File: config.mk
export PLATFORM = sky130hd
export DESIGN_NAME = pjts_top
export DESIGN_NICKNAME = d
export VERILOG_FILES = /design/src/rtl/pjts_pkg.sv /design/src/rtl/pjts_top.sv
export VERILOG_INCLUDE_DIRS = /design/src /design/src/rtl
export SDC_FILE = /design/constraint.sdc
export NUM_CORES = 1
export LEC_CHECK = 0
export ABC_CLOCK_PERIOD_IN_PS = 4600
export BUFFER_PORTS_ARGS = -buffer_cell sky130_fd_sc_hd__buf_2
export CAP_MARGIN = 5
export CORE_MARGIN = 10
export CORE_UTILIZATION = 50
export DETAILED_ROUTE_END_ITERATION = 8
export PLACE_DENSITY = 0.73
export SLEW_MARGIN = 25
export SYNTH_ARGS = -nofsm -noshare
export SYNTH_HDL_FRONTEND = slang
export SYNTH_SLANG_ARGS = --single-unit
File: constraint.sdc
create_clock -name pclk -period 4.6 [get_ports pclk]
set_clock_uncertainty 0.15 [all_clocks]
set_input_delay 1.15 -clock pclk [delete_from_list [all_inputs] [get_ports pclk]]
set_output_delay 1.15 -clock pclk [all_outputs]
set_load 0.05 [all_outputs]
File: src/rtl/pjts_map.svh
// Purpose: named offsets, field positions, limits and times for the paper jam and toner supervisor
// Assumes: 200 MHz pclk, distances in tenths of a millimetre, times in milliseconds
// Notes: definitions only
`ifndef PJTS_MAP_SVH
`define PJTS_MAP_SVH

// ----------------------------------------
// register offsets (byte addresses)
// ----------------------------------------
`define PJTS_ADDR_CTRL 12'h000
`define PJTS_ADDR_STATUS 12'h004
`define PJTS_ADDR_TOTAL 12'h008
`define PJTS_ADDR_LIFE 12'h00C

// ----------------------------------------
// control field positions
// ----------------------------------------
`define PJTS_CTRL_LIFE_RST 0
`define PJTS_CTRL_TOTAL_RST 1

// ----------------------------------------
// status field positions
// ----------------------------------------
`define PJTS_ST_INLET 0
`define PJTS_ST_FEED 1
`define PJTS_ST_OUTLET 2
`define PJTS_ST_SIZE 3
`define PJTS_ST_TLOW 4
`define PJTS_ST_TALARM 5
`define PJTS_ST_DABSENT 6
`define PJTS_ST_TSERIOUS 7
`define PJTS_ST_HALT 8
`define PJTS_ST_WSTOP 9
`define PJTS_ST_COVER 10

// ----------------------------------------
// paper travel limits, tenths of a mm
// ----------------------------------------
`define PJTS_STEP_DMM 13'h0005
`define PJTS_LIM_HOP 13'h0418
`define PJTS_LIM_FEED 13'h0595
`define PJTS_LIM_SIZE 13'h0FA6
`define PJTS_LIM_OUTLET 13'h1168
`define PJTS_HOP_TRIES 2'h3

// ----------------------------------------
// times
// ----------------------------------------
`define PJTS_CLK_KHZ 200000
`define PJTS_TICK_MS 40
`define PJTS_T_LOW_MS 640
`define PJTS_T_FULL_MS 280
`define PJTS_T_ROT_MS 2500
`define PJTS_T_DET_MS 3040

// ----------------------------------------
// drum counter thresholds
// ----------------------------------------
`define PJTS_DRUM_MIN 16'h001F
`define PJTS_LIFE_QUIET 16'h0064
`define PJTS_RESET_ZERO 16'h0000

`endif

File: src/rtl/pjts_pkg.sv
// Purpose: types shared by the paper jam and toner supervisor
// Assumes: pjts_map.svh supplies all numbers
// Notes: state of the block is one packed struct
`include "pjts_map.svh"

package pjts_pkg;

	// ----------------------------------------
	// sensor and mechanism inputs
	// ----------------------------------------
	typedef struct packed {
		logic manual;
		logic paper;
		logic outlet;
		logic toner;
		logic cover_open_notice;
		logic drum_run;
		logic clutch;
		logic step;
	} pjts_sens_t;

	typedef enum logic [0:0] {
		PJTS_CV_SHUT = 1'b0,
		PJTS_CV_OPEN = 1'b1
	} pjts_cov_t;

	typedef enum logic [1:0] {
		PJTS_DC_IDLE = 2'b00,
		PJTS_DC_WAIT = 2'b01,
		PJTS_DC_DONE = 2'b11
	} pjts_dc_t;

	// ----------------------------------------
	// whole block state
	// ----------------------------------------
	typedef struct packed {
		pjts_sens_t s1;
		pjts_sens_t s2;
		pjts_sens_t s3;
		logic [1:0] boot;
		logic [22:0] tick_cnt;
		logic tick;
		logic [12:0] d_hop;
		logic [12:0] d_feed;
		logic [12:0] d_size;
		logic [12:0] d_out;
		logic hop_live;
		logic feed_live;
		logic size_live;
		logic out_live;
		logic [1:0] hop_cnt;
		logic inlet_jam;
		logic feed_jam;
		logic outlet_jam;
		logic size_err;
		pjts_cov_t cov;
		logic t_prev;
		logic [6:0] stable_cnt;
		logic [6:0] pulse_cnt;
		logic last_low;
		logic last_full;
		logic toner_low;
		logic toner_alarm;
		pjts_dc_t dc;
		logic [6:0] win_cnt;
		logic dc_power;
		logic drum_absent;
		logic toner_serious;
		logic warmup_stop;
		logic halt_print;
		logic [15:0] total_cnt;
		logic [15:0] life_cnt;
		logic pready;
		logic pslverr;
		logic [31:0] prdata;
	} pjts_state_t;

endpackage

File: src/rtl/pjts_top.sv
// Purpose: paper path jam supervision, toner sensor evaluation and drum unit check, APB register access
// Assumes: all mechanism inputs asynchronous to pclk; one step pulse per motor step of fixed travel
// Notes: status kept in flip-flops only, lost at reset
//
// Notes on behaviour
// - at power-on, manual feed sensor alone seeing paper gives an inlet jam
// - inlet jam when paper misses paper sensor after three hops, limit 69.8+35 mm
// - feed jam when outlet sensor not reached within 122.9+20 mm of paper sensor
// - outlet jam when trailing edge stays on outlet sensor beyond L plus tolerance
// - size error when trailing edge stays on paper sensor beyond L of 400.6 mm
// - paper watched always; any jam halts printing until cover opened, cleared, closed
// - toner sampled every 40 ms; two low readings in a row set toner low
// - two full readings in a row clear toner low
// - no sensor change for two rotation cycles raises the toner sensor alarm
// - no toner evaluation while the drum is stopped
// - toner low suppressed while drum life counter reads 1 to 100
// - rotation 2.5 s; pulse over 0.64 s is low, 0.28 to 0.64 s is full
// - cover-open signal from the switch starts cover-open handling
// - no toner change soon after power-on or cover close means no drum unit
// - detection window 3.04 s as whole 40 ms samples, fraction dropped
// - drum-absent only with total count 31 or more, else serious sensor error
// - drum-absent cleared by cover open then close
// - drum-absent found at power-on with count 31 or more still allows printing
// - sensor error and drum-absent live only in volatile flip-flops
// - drum-absent and serious error are entered only around cover events or power-on
`timescale 1ns/1ps

module pjts_top
	import pjts_pkg::*;
#(
	parameter int TICK_CYCLES = `PJTS_TICK_MS * `PJTS_CLK_KHZ
) (
	// clock and reset
	input wire logic pclk,
	input wire logic presetn,
	// apb slave
	input wire logic psel,
	input wire logic penable,
	input wire logic pwrite,
	input wire logic [11:0] paddr,
	input wire logic [31:0] pwdata,
	output logic [31:0] prdata,
	output logic pready,
	output logic pslverr,
	// mechanism pins
	input wire pjts_sens_t sens,
	// engine controls
	output logic halt_print,
	output logic warmup_stop,
	output logic toner_low
);

	// ----------------------------------------
	// derived sample counts
	// ----------------------------------------
	localparam logic [6:0] LOW_TK = 7'(`PJTS_T_LOW_MS / `PJTS_TICK_MS);
	localparam logic [6:0] FULL_TK = 7'(`PJTS_T_FULL_MS / `PJTS_TICK_MS);
	localparam logic [6:0] ALARM_TK = 7'((2 * `PJTS_T_ROT_MS) / `PJTS_TICK_MS);
	localparam logic [6:0] DET_TK = 7'(`PJTS_T_DET_MS / `PJTS_TICK_MS);
	localparam logic [22:0] TICK_LAST = 23'(TICK_CYCLES - 1);

	pjts_state_t q_r;
	pjts_state_t q_nxt;

	logic [31:0] status_w;
	logic step_ev;
	logic clutch_rise;
	logic paper_rise;
	logic paper_fall;
	logic outlet_rise;
	logic outlet_fall;
	logic cover_rise;
	logic cover_fall;
	logic t_now;
	logic apb_setup;
	logic apb_write;
	logic quiet;

	// ----------------------------------------
	// status word
	// ----------------------------------------
	always_comb begin
		status_w = 32'h0000_0000;
		status_w[`PJTS_ST_INLET] = q_r.inlet_jam;
		status_w[`PJTS_ST_FEED] = q_r.feed_jam;
		status_w[`PJTS_ST_OUTLET] = q_r.outlet_jam;
		status_w[`PJTS_ST_SIZE] = q_r.size_err;
		status_w[`PJTS_ST_TLOW] = q_r.toner_low;
		status_w[`PJTS_ST_TALARM] = q_r.toner_alarm;
		status_w[`PJTS_ST_DABSENT] = q_r.drum_absent;
		status_w[`PJTS_ST_TSERIOUS] = q_r.toner_serious;
		status_w[`PJTS_ST_HALT] = q_r.halt_print;
		status_w[`PJTS_ST_WSTOP] = q_r.warmup_stop;
		status_w[`PJTS_ST_COVER] = (q_r.cov == PJTS_CV_OPEN);
	end

	// ----------------------------------------
	// next state
	// ----------------------------------------
	always_comb begin
		q_nxt = q_r;

		// edges seen only on the second and third stages, never on the first
		q_nxt.s1 = sens;
		q_nxt.s2 = q_r.s1;
		q_nxt.s3 = q_r.s2;
		step_ev = q_r.s2.step & ~q_r.s3.step;
		clutch_rise = q_r.s2.clutch & ~q_r.s3.clutch;
		paper_rise = q_r.s2.paper & ~q_r.s3.paper;
		paper_fall = ~q_r.s2.paper & q_r.s3.paper;
		outlet_rise = q_r.s2.outlet & ~q_r.s3.outlet;
		outlet_fall = ~q_r.s2.outlet & q_r.s3.outlet;
		cover_rise = q_r.s2.cover_open_notice & ~q_r.s3.cover_open_notice;
		cover_fall = ~q_r.s2.cover_open_notice & q_r.s3.cover_open_notice;
		t_now = q_r.s2.toner;
		apb_setup = psel & ~penable;
		apb_write = psel & penable & pwrite & q_r.pready;
		quiet = (q_r.life_cnt != `PJTS_RESET_ZERO) && (q_r.life_cnt <= `PJTS_LIFE_QUIET);

		q_nxt.tick = 1'b0;
		if (q_r.tick_cnt == TICK_LAST) begin
			q_nxt.tick_cnt = '0;
			q_nxt.tick = 1'b1;
		end else begin
			q_nxt.tick_cnt = q_r.tick_cnt + 23'h000001;
		end

		if (step_ev) begin
			if (q_r.hop_live && q_r.d_hop != 13'h1FFF) q_nxt.d_hop = q_r.d_hop + `PJTS_STEP_DMM;
			if (q_r.feed_live && q_r.d_feed != 13'h1FFF) q_nxt.d_feed = q_r.d_feed + `PJTS_STEP_DMM;
			if (q_r.size_live && q_r.d_size != 13'h1FFF) q_nxt.d_size = q_r.d_size + `PJTS_STEP_DMM;
			if (q_r.out_live && q_r.d_out != 13'h1FFF) q_nxt.d_out = q_r.d_out + `PJTS_STEP_DMM;
		end

		// jams are cleared first so a jam found in the same cycle still wins
		// cover opened, paper removed, cover closed releases the halt
		unique case (q_r.cov)
			PJTS_CV_SHUT: begin
				if (cover_rise) q_nxt.cov = PJTS_CV_OPEN;
			end
			PJTS_CV_OPEN: begin
				if (cover_fall) begin
					q_nxt.cov = PJTS_CV_SHUT;
					if (~q_r.s2.paper & ~q_r.s2.outlet & ~q_r.s2.manual) begin
						q_nxt.inlet_jam = 1'b0;
						q_nxt.feed_jam = 1'b0;
						q_nxt.outlet_jam = 1'b0;
						q_nxt.size_err = 1'b0;
						q_nxt.hop_cnt = 2'h0;
					end
				end
			end
		endcase

		// reset release taken as power-on after the synchronisers fill
		if (q_r.boot != 2'h3) q_nxt.boot = q_r.boot + 2'h1;
		// manual feed sensor alone at power-on
		if (q_r.boot == 2'h2 && q_r.s2.manual && ~q_r.s2.paper && ~q_r.s2.outlet) q_nxt.inlet_jam = 1'b1;

		// three hops without reaching the paper sensor
		if (clutch_rise) begin
			q_nxt.hop_live = 1'b1;
			q_nxt.d_hop = '0;
			if (q_r.hop_cnt != `PJTS_HOP_TRIES) q_nxt.hop_cnt = q_r.hop_cnt + 2'h1;
		end else if (paper_rise) begin
			q_nxt.hop_live = 1'b0;
			q_nxt.hop_cnt = 2'h0;
		end else if (q_r.hop_live && q_r.d_hop > `PJTS_LIM_HOP) begin
			q_nxt.hop_live = 1'b0;
			if (q_r.hop_cnt == `PJTS_HOP_TRIES) q_nxt.inlet_jam = 1'b1;
		end

		// paper sensor to outlet sensor travel
		if (paper_rise) begin
			q_nxt.feed_live = 1'b1;
			q_nxt.d_feed = '0;
		end else if (outlet_rise) begin
			q_nxt.feed_live = 1'b0;
		end else if (q_r.feed_live && q_r.d_feed > `PJTS_LIM_FEED) begin
			q_nxt.feed_live = 1'b0;
			q_nxt.feed_jam = 1'b1;
		end

		// sheet length under the paper sensor
		if (paper_rise) begin
			q_nxt.size_live = 1'b1;
			q_nxt.d_size = '0;
		end else if (paper_fall) begin
			q_nxt.size_live = 1'b0;
		end else if (q_r.size_live && q_r.d_size > `PJTS_LIM_SIZE) begin
			q_nxt.size_live = 1'b0;
			q_nxt.size_err = 1'b1;
		end

		// sheet length under the outlet sensor
		if (outlet_rise) begin
			q_nxt.out_live = 1'b1;
			q_nxt.d_out = '0;
		end else if (outlet_fall) begin
			q_nxt.out_live = 1'b0;
		end else if (q_r.out_live && q_r.d_out > `PJTS_LIM_OUTLET) begin
			q_nxt.out_live = 1'b0;
			q_nxt.outlet_jam = 1'b1;
		end

		// ejected sheets advance the drum counters
		if (outlet_fall) begin
			if (q_r.total_cnt != 16'hFFFF) q_nxt.total_cnt = q_r.total_cnt + 16'h0001;
			if (q_r.life_cnt != 16'hFFFF) q_nxt.life_cnt = q_r.life_cnt + 16'h0001;
		end

		// toner sensor evaluated only on ticks with the drum turning
		if (q_r.tick && q_r.s2.drum_run) begin
			q_nxt.t_prev = t_now;
			// unchanged output counts toward the alarm
			if (t_now != q_r.t_prev) begin
				q_nxt.stable_cnt = '0;
				q_nxt.toner_alarm = 1'b0;
			end else if (q_r.stable_cnt != 7'h7F) begin
				q_nxt.stable_cnt = q_r.stable_cnt + 7'h01;
				if (q_r.stable_cnt + 7'h01 >= ALARM_TK) q_nxt.toner_alarm = 1'b1;
			end
			if (t_now && q_r.pulse_cnt != 7'h7F) q_nxt.pulse_cnt = q_r.pulse_cnt + 7'h01;
			if (~t_now && q_r.t_prev) begin
				q_nxt.pulse_cnt = '0;
				if (q_r.pulse_cnt > LOW_TK) begin
					q_nxt.last_low = 1'b1;
					q_nxt.last_full = 1'b0;
					if (q_r.last_low && !quiet) q_nxt.toner_low = 1'b1;
				end else if (q_r.pulse_cnt > FULL_TK && q_r.pulse_cnt < LOW_TK) begin
					q_nxt.last_full = 1'b1;
					q_nxt.last_low = 1'b0;
					if (q_r.last_full) q_nxt.toner_low = 1'b0;
				end else begin
					q_nxt.last_low = 1'b0;
					q_nxt.last_full = 1'b0;
				end
			end
		end

		// drum unit check after power-on or cover close
		unique case (q_r.dc)
			PJTS_DC_IDLE: begin
				if (q_r.boot == 2'h2) begin
					q_nxt.dc = PJTS_DC_WAIT;
					q_nxt.dc_power = 1'b1;
					q_nxt.win_cnt = '0;
					q_nxt.stable_cnt = '0;
				end
			end
			PJTS_DC_WAIT: begin
				if (q_r.tick && q_r.s2.drum_run) begin
					q_nxt.win_cnt = q_r.win_cnt + 7'h01;
					if (q_r.win_cnt + 7'h01 == DET_TK) begin
						q_nxt.dc = PJTS_DC_DONE;
						if (q_r.stable_cnt + 7'h01 >= DET_TK && t_now == q_r.t_prev) begin
							if (q_r.total_cnt >= `PJTS_DRUM_MIN) q_nxt.drum_absent = 1'b1;
							else q_nxt.toner_serious = 1'b1;
						end
					end
				end
			end
			PJTS_DC_DONE: begin
			end
			default: begin
				q_nxt.dc = PJTS_DC_IDLE;
			end
		endcase
		// cover close after refitting clears and re-arms
		if (cover_fall) begin
			q_nxt.drum_absent = 1'b0;
			q_nxt.toner_serious = 1'b0;
			q_nxt.dc = PJTS_DC_WAIT;
			q_nxt.dc_power = 1'b0;
			q_nxt.win_cnt = '0;
			q_nxt.stable_cnt = '0;
		end

		// power-on drum-absent keeps the engine printable
		q_nxt.warmup_stop = q_r.toner_serious | (q_r.drum_absent & ~q_r.dc_power);
		q_nxt.halt_print = q_r.inlet_jam | q_r.feed_jam | q_r.outlet_jam | q_r.size_err;

		// apb: answer in the first access cycle
		q_nxt.pready = apb_setup;
		q_nxt.pslverr = 1'b0;
		if (apb_setup) begin
			q_nxt.prdata = 32'h0000_0000;
			unique case (paddr)
				`PJTS_ADDR_CTRL: q_nxt.prdata = 32'h0000_0000;
				`PJTS_ADDR_STATUS: q_nxt.prdata = status_w;
				`PJTS_ADDR_TOTAL: q_nxt.prdata = {16'h0000, q_r.total_cnt};
				`PJTS_ADDR_LIFE: q_nxt.prdata = {16'h0000, q_r.life_cnt};
				default: q_nxt.pslverr = 1'b1;
			endcase
		end
		if (apb_write) begin
			unique case (paddr)
				`PJTS_ADDR_CTRL: begin
					if (pwdata[`PJTS_CTRL_LIFE_RST]) q_nxt.life_cnt = `PJTS_RESET_ZERO;
					if (pwdata[`PJTS_CTRL_TOTAL_RST]) q_nxt.total_cnt = `PJTS_RESET_ZERO;
				end
				`PJTS_ADDR_TOTAL: q_nxt.total_cnt = pwdata[15:0];
				`PJTS_ADDR_LIFE: q_nxt.life_cnt = pwdata[15:0];
				default: begin
				end
			endcase
		end
	end

	// ----------------------------------------
	// state register
	// ----------------------------------------
	// volatile only
	always_ff @(posedge pclk or negedge presetn) begin
		if (!presetn) begin
			q_r <= '0;
		end else begin
			q_r <= q_nxt;
		end
	end

	assign prdata = q_r.prdata;
	assign pready = q_r.pready;
	assign pslverr = q_r.pslverr;
	assign halt_print = q_r.halt_print;
	assign warmup_stop = q_r.warmup_stop;
	assign toner_low = q_r.toner_low;

endmodule

## Yosys cells after proc, flatten, opt, wreduce, memory -nomap -nowiden

Index checks and enable logic that the tools add are counted.

- Bits in registers: 209
- Input bits: 57

- Multiplexer cells: 85
- Eq/ne operators: 27
- Add/subtract/negate cells: 12
- Bitwise logic cells: 32
- Reduce and logical (&&, ||, !) cells: 60
- $lt $le $gt $ge: 11

Operators by type and width:

| kind | number |
|---|---|
| $mux W13 | 8 |
| $mux W16 | 4 |
| $mux W32 | 2 |
| $pmux W16 S2 | 2 |
| $add A13 B3 Y13 const B | 4 |
| $mux W52 | 1 |
| $ne A13 B13 Y1 const B | 4 |
| $mux W7 | 7 |
| $pmux W16 S3 | 1 |
| $mux W1 | 39 |
| $reduce_bool A2 Y1 | 19 |
| $mux W33 | 1 |
| $add A16 B1 Y16 const B | 2 |
| $ne A16 B16 Y1 const B | 2 |
| $gt A13 B11 Y1 const B | 2 |
| $eq A12 B4 Y1 const B | 2 |
| $add A23 B1 Y23 const B | 1 |
| $eq A23 B23 Y1 const B | 1 |
| $mux W23 | 1 |
| $add A7 B1 Y7 const B | 3 |
| $mux W10 | 2 |
| $logic_and A1 B1 Y1 | 18 |
| $mux W18 | 1 |
| $ge A16 B5 Y1 const B | 1 |
| 39 further kinds | 99 |

## Depth between registers and ports, before layout

Gate-level depths: netlist of run 1.

- Depth in word-level cells: 11
- Depth in mapped cells: 9

## Worst setup path before layout of run 1

No wires, ideal clock.

- Kind: input-to-reg
- Start: in paddr[9]
- End: reg q_r[57] (netlist bit)
- Data arrival time: 2383 ps
- Path slack: 1971 ps
- Stages: 6
- Setup time: 95 ps
- Path buffers: 1
- Required time: 4355 ps
- Cell sequence: nor4_1 nand4_1 nor3b_2 buf_2 nand2_1 o31ai_1

RTL lines:

| element | RTL line | RTL |
|---|---|---|
| start: declaration | pjts_top.sv:40 | `input wire logic [11:0] paddr,` |
| end signal: assignment | pjts_top.sv:318 | `q_r <= q_nxt;` |
| end: declaration | pjts_top.sv:62 | `pjts_state_t q_r;` |

==> metrics.md, run 1 <==
| Metric | Value |
|---|---|
| Status | completed |
| Placed Instances | 1352 |
| Cell Chain, Critical Path | buf_2 -> nor4_1 -> nand4_1 -> a21oi_2 -> a211oi_1 -> a211o_1 |
| Routed vias | 7871 |
| CTS Root Cell | clkbuf_16 |
| H-tree depth | 4 |
| Relative slew margins | 0.3703 |
| Leakage | 0.005032 uW |
| Post-Layout Inst Area | 11180 sq um |
| Mean post-synth cell area | 9.612 sq um |
| Hold-critical path depth | 0 |
| Fin cells | 1383 |
| Power Dens Cells | 382.0 nW/um^2 |
| Antenna violations before repair | 0 |
| Endpoint type of the worst setup path | flop |
| Final WS setup | 1.681 ns |
| Largest net degree at the start of global routing | 103 |
| Layout cell share with drive strength beyond 1 | 0.1114 |
| Worst r2r path cells | 6 |
| Crit Path Max Fanout | 17 |
| VDD IR max | 0.2290 mV |
| Worst r2r src | q_r[163] |
| Die width | 163.3 um |
| Top cells by count, synth | 193 x dfrtp_1, 109 x nand2_1, 106 x nor2_1 |
| Fin nets | 1184 |
| Ys Warns | 0 |
| Clk buf depth | 2 |
| Worst-Skew Late Latency | 0.44 ns |
| # Post-CTS Setup Buffers | 0 |
| Top Ports | 94 |
| DP Worst Slack | 1.215 ns |
| Max Slew Vio Count | 0 |
| Post-DP HPWL | 15.62 mm |
| Multi-input logic area | 4964 sq um |
| Placer Congestion | 0.9069 |
| Unrepaired setup endpoints after global routing | false |
| Chip height | 163.3 um |
| Rows | 52 |
| Sequential share of the synthesized area | 0.4704 |
| R2r setup slk | 2.21 ns |
| Detailed Routing Iterations Pass 1 | 5 |
| Post-CTS sizing | 0 |
| First-pass GRT wire length | 36.94 mm |
| Grt ovf | 0 |
| Worst Setup Start Kind | input pin |
| Via density | 5.691 |
| CP Data Required Time | 4.77 ns |
| Fill count | 1807 |
| Top cells by area, synth | dfrtp_1 47%, nand2_1 4.0%, nor2_1 3.9% |
| Worst hold-check path type | flop to flop |
| # port buffers | 61 |
| Hold Violations, Final | 0 |
| Mapped Area | 10270 sq um |
| Worst path slowest cell | a21oi_2 |
| Post-cts hold buffer count | 0 |
| Leading area contributor after synthesis | dfrtp_1 |
| Worst r2r dst | q_r[180] |
| Drt total wl | 21.90 mm |
| Initial Util | 0.5074 |
| WHS Endpoint | q_nxt[191] |
| Syn-to-layout area delta | 8.933% |
| Worst slew pin tran | 0.9427 ns |
| First DRT Iteration DRCs | 462 |
| GRT Util Overall | 0.1662 |
| Hold Startpoint | q_nxt[199] |
| Async set-reset flop share out of synthesis | 1.000 |
| Fmax | 342.6 MHz |
| CTS sink cnt | 193 |
| Crit share post-route | 0.6346 |
| Die Area | 26660 sq um |
| Max cap viols | 0 |
| Number of synthesized flops with an enable pin | 0 |
| Gate Count Post-Synth | 1068 |
| ANT cells | 0 |
| Wirelength per Cell | 15.83 um |
| Top_reg_cell synth | dfrtp_1 |
| ANT nets after route | 0 |
| CTS Buf Count | 17 |
| Sequential Area | 4830 sq um |
| Setup Crit Path Kind | input pin to flop |
| Dominant cell by count in the synthesized netlist | dfrtp_1 |
| Vias in the first global route | 7542 |
| Clock slew at reported path FFs | 0.07 ns |
| Setup TNS | 0 ns |
| Dpl cell area | 10640 sq um |
| Post-route DRC | 0 |
| Peak per-stage delay on the critical path | 0.70 ns |
| TritonCTS clock tree | yes |
| Yosys reg bits | 193 |
| Core Box Area | 20230 sq um |
| Fin crit period | 2.919 ns |
| Data arrival time of the worst path | 3.09 ns |
| Cell variety after synth | 75 |
| Final setup violation count | 0 |
| Post-synth top area share | 0.4704 |
-- cell families (layout without fill, tap and decap cells) --
logic type,count (synthesis),after routing,share of synthesized area
buf+inv,104,134,0.05155
mux,33,33,0.03254
simple gates,431,431,0.2201
compound gates,204,204,0.1285
fa+ha+maj,26,26,0.03169
xor+xnor,76,76,0.06484
other cells,1,16,0.0003653
flops,193,193,0.4704
-- metrics by stage --
stage                 util  hold WS, ns  total power [uW]
finish              0.5527       0.1979              4272
global route        0.5527       0.2072              4503
CTS                 0.5527       0.2040              4292
detailed placement  0.5257       0.1950              2896
global placement    0.5257       0.1895              2864
floorplan                -       0.1812              2638
-- how the worst max path moves through the flow --
stage                        start       to  slack, ns  cells after the start
after global routing      paddr[1]  q_r[39]       1.57                      6
after detailed placement  paddr[9]  q_r[39]       1.21                      6
after floorplan           paddr[9]  q_r[57]       1.97                      6
after global placement    paddr[1]  q_r[39]       1.27                      6
after CTS                 paddr[9]  q_r[39]       1.68                      6
final                     paddr[9]  q_r[39]       1.68                      6
-- area by class of cell --
cell class              instances  area share
multi-input cells             786      0.4438
repair buffers                 67     0.03323
clock inverters                13    0.009510
well taps                     270     0.03021
inverters                      36     0.01208
clock buffers                  18     0.03927
flip-flops and latches        193      0.4319
-- where the power goes --
part,leakage (uW),internal [uW],total [uW],switching [uW]
clock,0.000259,715,1390,679
sequential,0.00248,1860,2110,257
combinational,0.00229,303,766,463
total,0.00503,2870,4270,1400
-- flip-flops by register name, indices dropped and copies added (netlist names) --
name,count
prdata,16
q_r,156
halt_print,1
pslverr,1
pready,1
toner_low,1
warmup_stop,1
t_now,1
q_nxt,15
-- routing by layer --
| metal | vias up | GRT usage | part of all wire |
|---|---|---|---|
| li1 | 3823 | - | - |
| met1 | 3831 | 0.2205 | 0.46 |
| met2 | 196 | 0.2663 | 0.47 |
| met3 | 21 | 0.03876 | 0.056 |
| met4 | 0 | 0.04713 | 0.013 |
| met5 | - | 0 | 0 |
-- layout by cell type (no fill, tap or decap), types with 4 or more instances in the layout --
cell          n
a22oi_1      12
nor4_2        6
clkbuf_16    17
inv_1        36
conb_1       16
a31oi_1       4
nor3_2        5
xnor2_1      41
ha_1         26
a21o_1        6
o211ai_1      4
nand4_1      26
and2_1        9
and3_1       23
nand2b_1     10
a21oi_1      28
buf_2        60
xor2_1       35
buf_4         5
a22o_1        7
o31ai_1       9
clkinvlp_4    4
o21ai_0      69
nor2_1      106
or3_1        11
nor2b_1       8
nor3_1       16
o21ai_1      22
dfrtp_1     193
o21a_1        5
nand3_1      39
nand3b_1      5
and4_1       19
nor4_1       16
nand2_1     109
a211oi_1      7
mux2i_1      30
-- worst max-delay path, delay by kind of cell --
family | cells | cell delay [ns]
AO/OA/AOI/OAI | 3 | 1.09
buffers and inverters | 1 | 0.09
AND/OR/NAND/NOR | 2 | 0.75
(Power assumes the default switching activity.)
==> run 2: changes to the inputs <==
--- a/config.mk
+++ b/config.mk
@@ -6,7 +6,7 @@
 export SDC_FILE = /design/constraint.sdc
 export NUM_CORES = 1
 export LEC_CHECK = 0
-export ABC_CLOCK_PERIOD_IN_PS = 4600
+export ABC_CLOCK_PERIOD_IN_PS = 2800
 export BUFFER_PORTS_ARGS = -buffer_cell sky130_fd_sc_hd__buf_2
 export CAP_MARGIN = 5
 export CORE_MARGIN = 10
==> constraint.sdc (replaced) <==
create_clock -name pclk -period 2.8 [get_ports pclk]
set_clock_uncertainty 0.15 [all_clocks]
set_input_delay 0.7 -clock pclk [delete_from_list [all_inputs] [get_ports pclk]]
set_output_delay 0.7 -clock pclk [all_outputs]
set_load 0.05 [all_outputs]
==> run 2 against run 1 <==
Against the previous run:
- clock power is 76% higher
- sequential share of layout area decreased by 0.54 points
- power rose by 68%
- flip-flop and latch count is the same
- worst setup slack lost 1.0 ns
- cell count grew 0.87%
- largest cell class unchanged
- highest routed layer unchanged
==> metrics.md, run 2 (synthesized netlist as in run 1, its figures left out) <==
| Metric | Value |
|---|---|
| Cell Chain, Critical Path | inv_1 -> ha_1 -> nand3_1 -> nor3_1 -> and3_1 -> mux2i_1 -> o21ai_1 |
| Relative slew margins | 0.5269 |
| TritonCTS clock tree | yes |
| Worst Setup Start Kind | flop |
| First DRT Iteration DRCs | 517 |
| WP depth | 7 |
| Power Dens Cells | 633.5 nW/um^2 |
| Detailed Routing Iterations Pass 1 | 5 |
| Post-Layout Inst Area | 11330 sq um |
| Clock slew at reported path FFs | 0.08 ns |
| Largest delay contributor family on the critical path | simple AND/OR/NAND/NOR gates |
| Post-CTS sizing | 0 |
| Setup Crit Path Kind | flop to flop |
| Via density | 5.608 |
| Worst slew pin tran | 0.6918 ns |
| Largest net degree at the start of global routing | 63 |
| Layout cell share with drive strength beyond 1 | 0.1209 |
| Met3 Use GR | 0.04279 |
| Sequential Area | 4830 sq um |
| Dpl cell area | 10730 sq um |
| Initial Util | 0.5074 |
| Final WS setup | 0.6573 ns |
| Worst r2r dst | q_r[60] |
| Antenna violations before repair | 0 |
| Number of flip-flops under the largest register name | 156 |
| Rows | 52 |
| CP Data Required Time | 2.97 ns |
| Worst r2r src | q_nxt[193] |
| Final setup violation count | 0 |
| Leading cell types in the layout, fill and taps excluded | 193 x dfrtp_1, 109 x nand2_1, 106 x nor2_1 |
| Multi-input logic area | 4964 sq um |
| First-pass GRT wire length | 37.45 mm |
| Placer Congestion | 0.8870 |
| Hold Violations, Final | 0 |
| Worst hold slack | 0.08879 ns |
| DP Worst Slack | 0.2099 ns |
| CTS Root Cell | clkbuf_16 |
| Worst hold-check path type | input pin to asynchronous set/reset pin |
| Drt total wl | 21.90 mm |
| Routed vias | 7823 |
| Crit Path Max Fanout | 6 |
| Fill count | 1795 |
| Worst path slowest cell | nor3_1 |
| Max cap viols | 0 |
| Vias in the first global route | 7645 |
| GRT Util Overall | 0.1674 |
| Data arrival time of the worst path | 2.31 ns |
| # Post-CTS Setup Buffers | 0 |
| Setup crit end | q_r[60] |
| Unrepaired setup endpoints after global routing | false |
| ANT cells | 0 |
| ANT nets after route | 0 |
| Core Box Area | 20230 sq um |
| GRT busiest layer | met2 |
| Die Area | 26660 sq um |
| Status | completed |
| Worst r2r path cells | 7 |
| Grt met1 use | 0.2219 |
| CP Launch Point | q_nxt[193] |
| # port buffers | 61 |
| Top Ports | 94 |
| Clk buf depth | 2 |
| Fin nets | 1195 |
| Met2 Usage GRT | 0.2650 |
| CP Buf/Inv Count | 1 |
| Setup TNS | 0 ns |
| CTS Buf Count | 17 |
| Peak per-stage delay on the critical path | 0.48 ns |
| Chip height | 163.3 um |
| Endpoint type of the worst setup path | flop |
| Syn-to-layout area delta | 10.32% |
| Most common library cell in the layout ignoring fill and taps | dfrtp_1 |
| Max Slew Vio Count | 0 |
| Leakage | 0.005119 uW |
| CTS sink cnt | 193 |
| Wirelength per Cell | 15.70 um |
| H-tree depth | 4 |
| Post-DP HPWL | 15.63 mm |
| Die width | 163.3 um |
| Grt ovf | 0 |
| Top reg by flops | q_r |
| Post-route DRC | 0 |
| Fmax | 466.7 MHz |
| Fin crit period | 2.143 ns |
| Overall power | 7175 uW |
| R2r setup slk | 0.66 ns |
| VDD IR max | 0.4600 mV |
| Worst-Skew Late Latency | 0.44 ns |
| Post-cts hold buffer count | 0 |
| Crit share post-route | 0.7652 |
==> run 2: changes by cell type in the layout (fill, tap and decap cells not counted) <==
cell and delta:
buf_12 +1, buf_4 +10, bufinv_16 +1, clkbuf_8 +1
clkinv_2 -2, clkinv_4 +1, clkinvlp_4 -2, inv_6 +1
inv_8 +1
==> run 2: cell type report <==
cell class,instances,share of cell area
clock buffers,19,0.03999
clock inverters,13,0.01237
inverters,36,0.01193
multi-input cells,786,0.4382
flip-flops and latches,193,0.4264
well taps,270,0.02983
repair buffers,78,0.04121
==> run 2: routing by layer <==
layer,share of wire,vias to the layer above
met4,0.018,0
met5,0,-
li1,-,3841
met1,0.47,3791
met2,0.46,166
met3,0.053,25
==> run 2: how the worst min path moves through the flow <==
stage          startpoint          to  slack, ns  depth (start not counted)
6_report          presetn     q_r[48]       0.09                          1
5_1_grt           presetn     q_r[48]       0.12                          1
4_1_cts           presetn     q_r[48]       0.11                          1
3_5_place_dp   q_nxt[202]  q_nxt[194]       0.18                          0
3_3_place_gp   q_nxt[196]  q_nxt[188]       0.18                          0
2_1_floorplan  q_nxt[196]  q_nxt[188]       0.18                          0
==> run 2: worst reg2reg max path: stages (launching register included) <==
cell	delay (ns)
dfrtp_1	0.41
inv_1	0.07
ha_1	0.21
nand3_1	0.21
nor3_1	0.48
and3_1	0.25
mux2i_1	0.18
o21ai_1	0.08
==> run 2: per-stage QoR <==
| stage | std cells | util |
|---|---|---|
| detailed placement | 1363 | 0.5304 |
| global route | 1395 | 0.5597 |
| global placement | 1363 | 0.5304 |
| floorplan | 1083 | - |
| finish | 1395 | 0.5597 |
| CTS | 1395 | 0.5597 |
==> run 2: where the power goes <==
group | internal (uW) | switching (uW) | leakage, uW
sequential | 3050 | 423 | 0.00248
clock | 1310 | 1140 | 0.000287
combinational | 504 | 750 | 0.00235
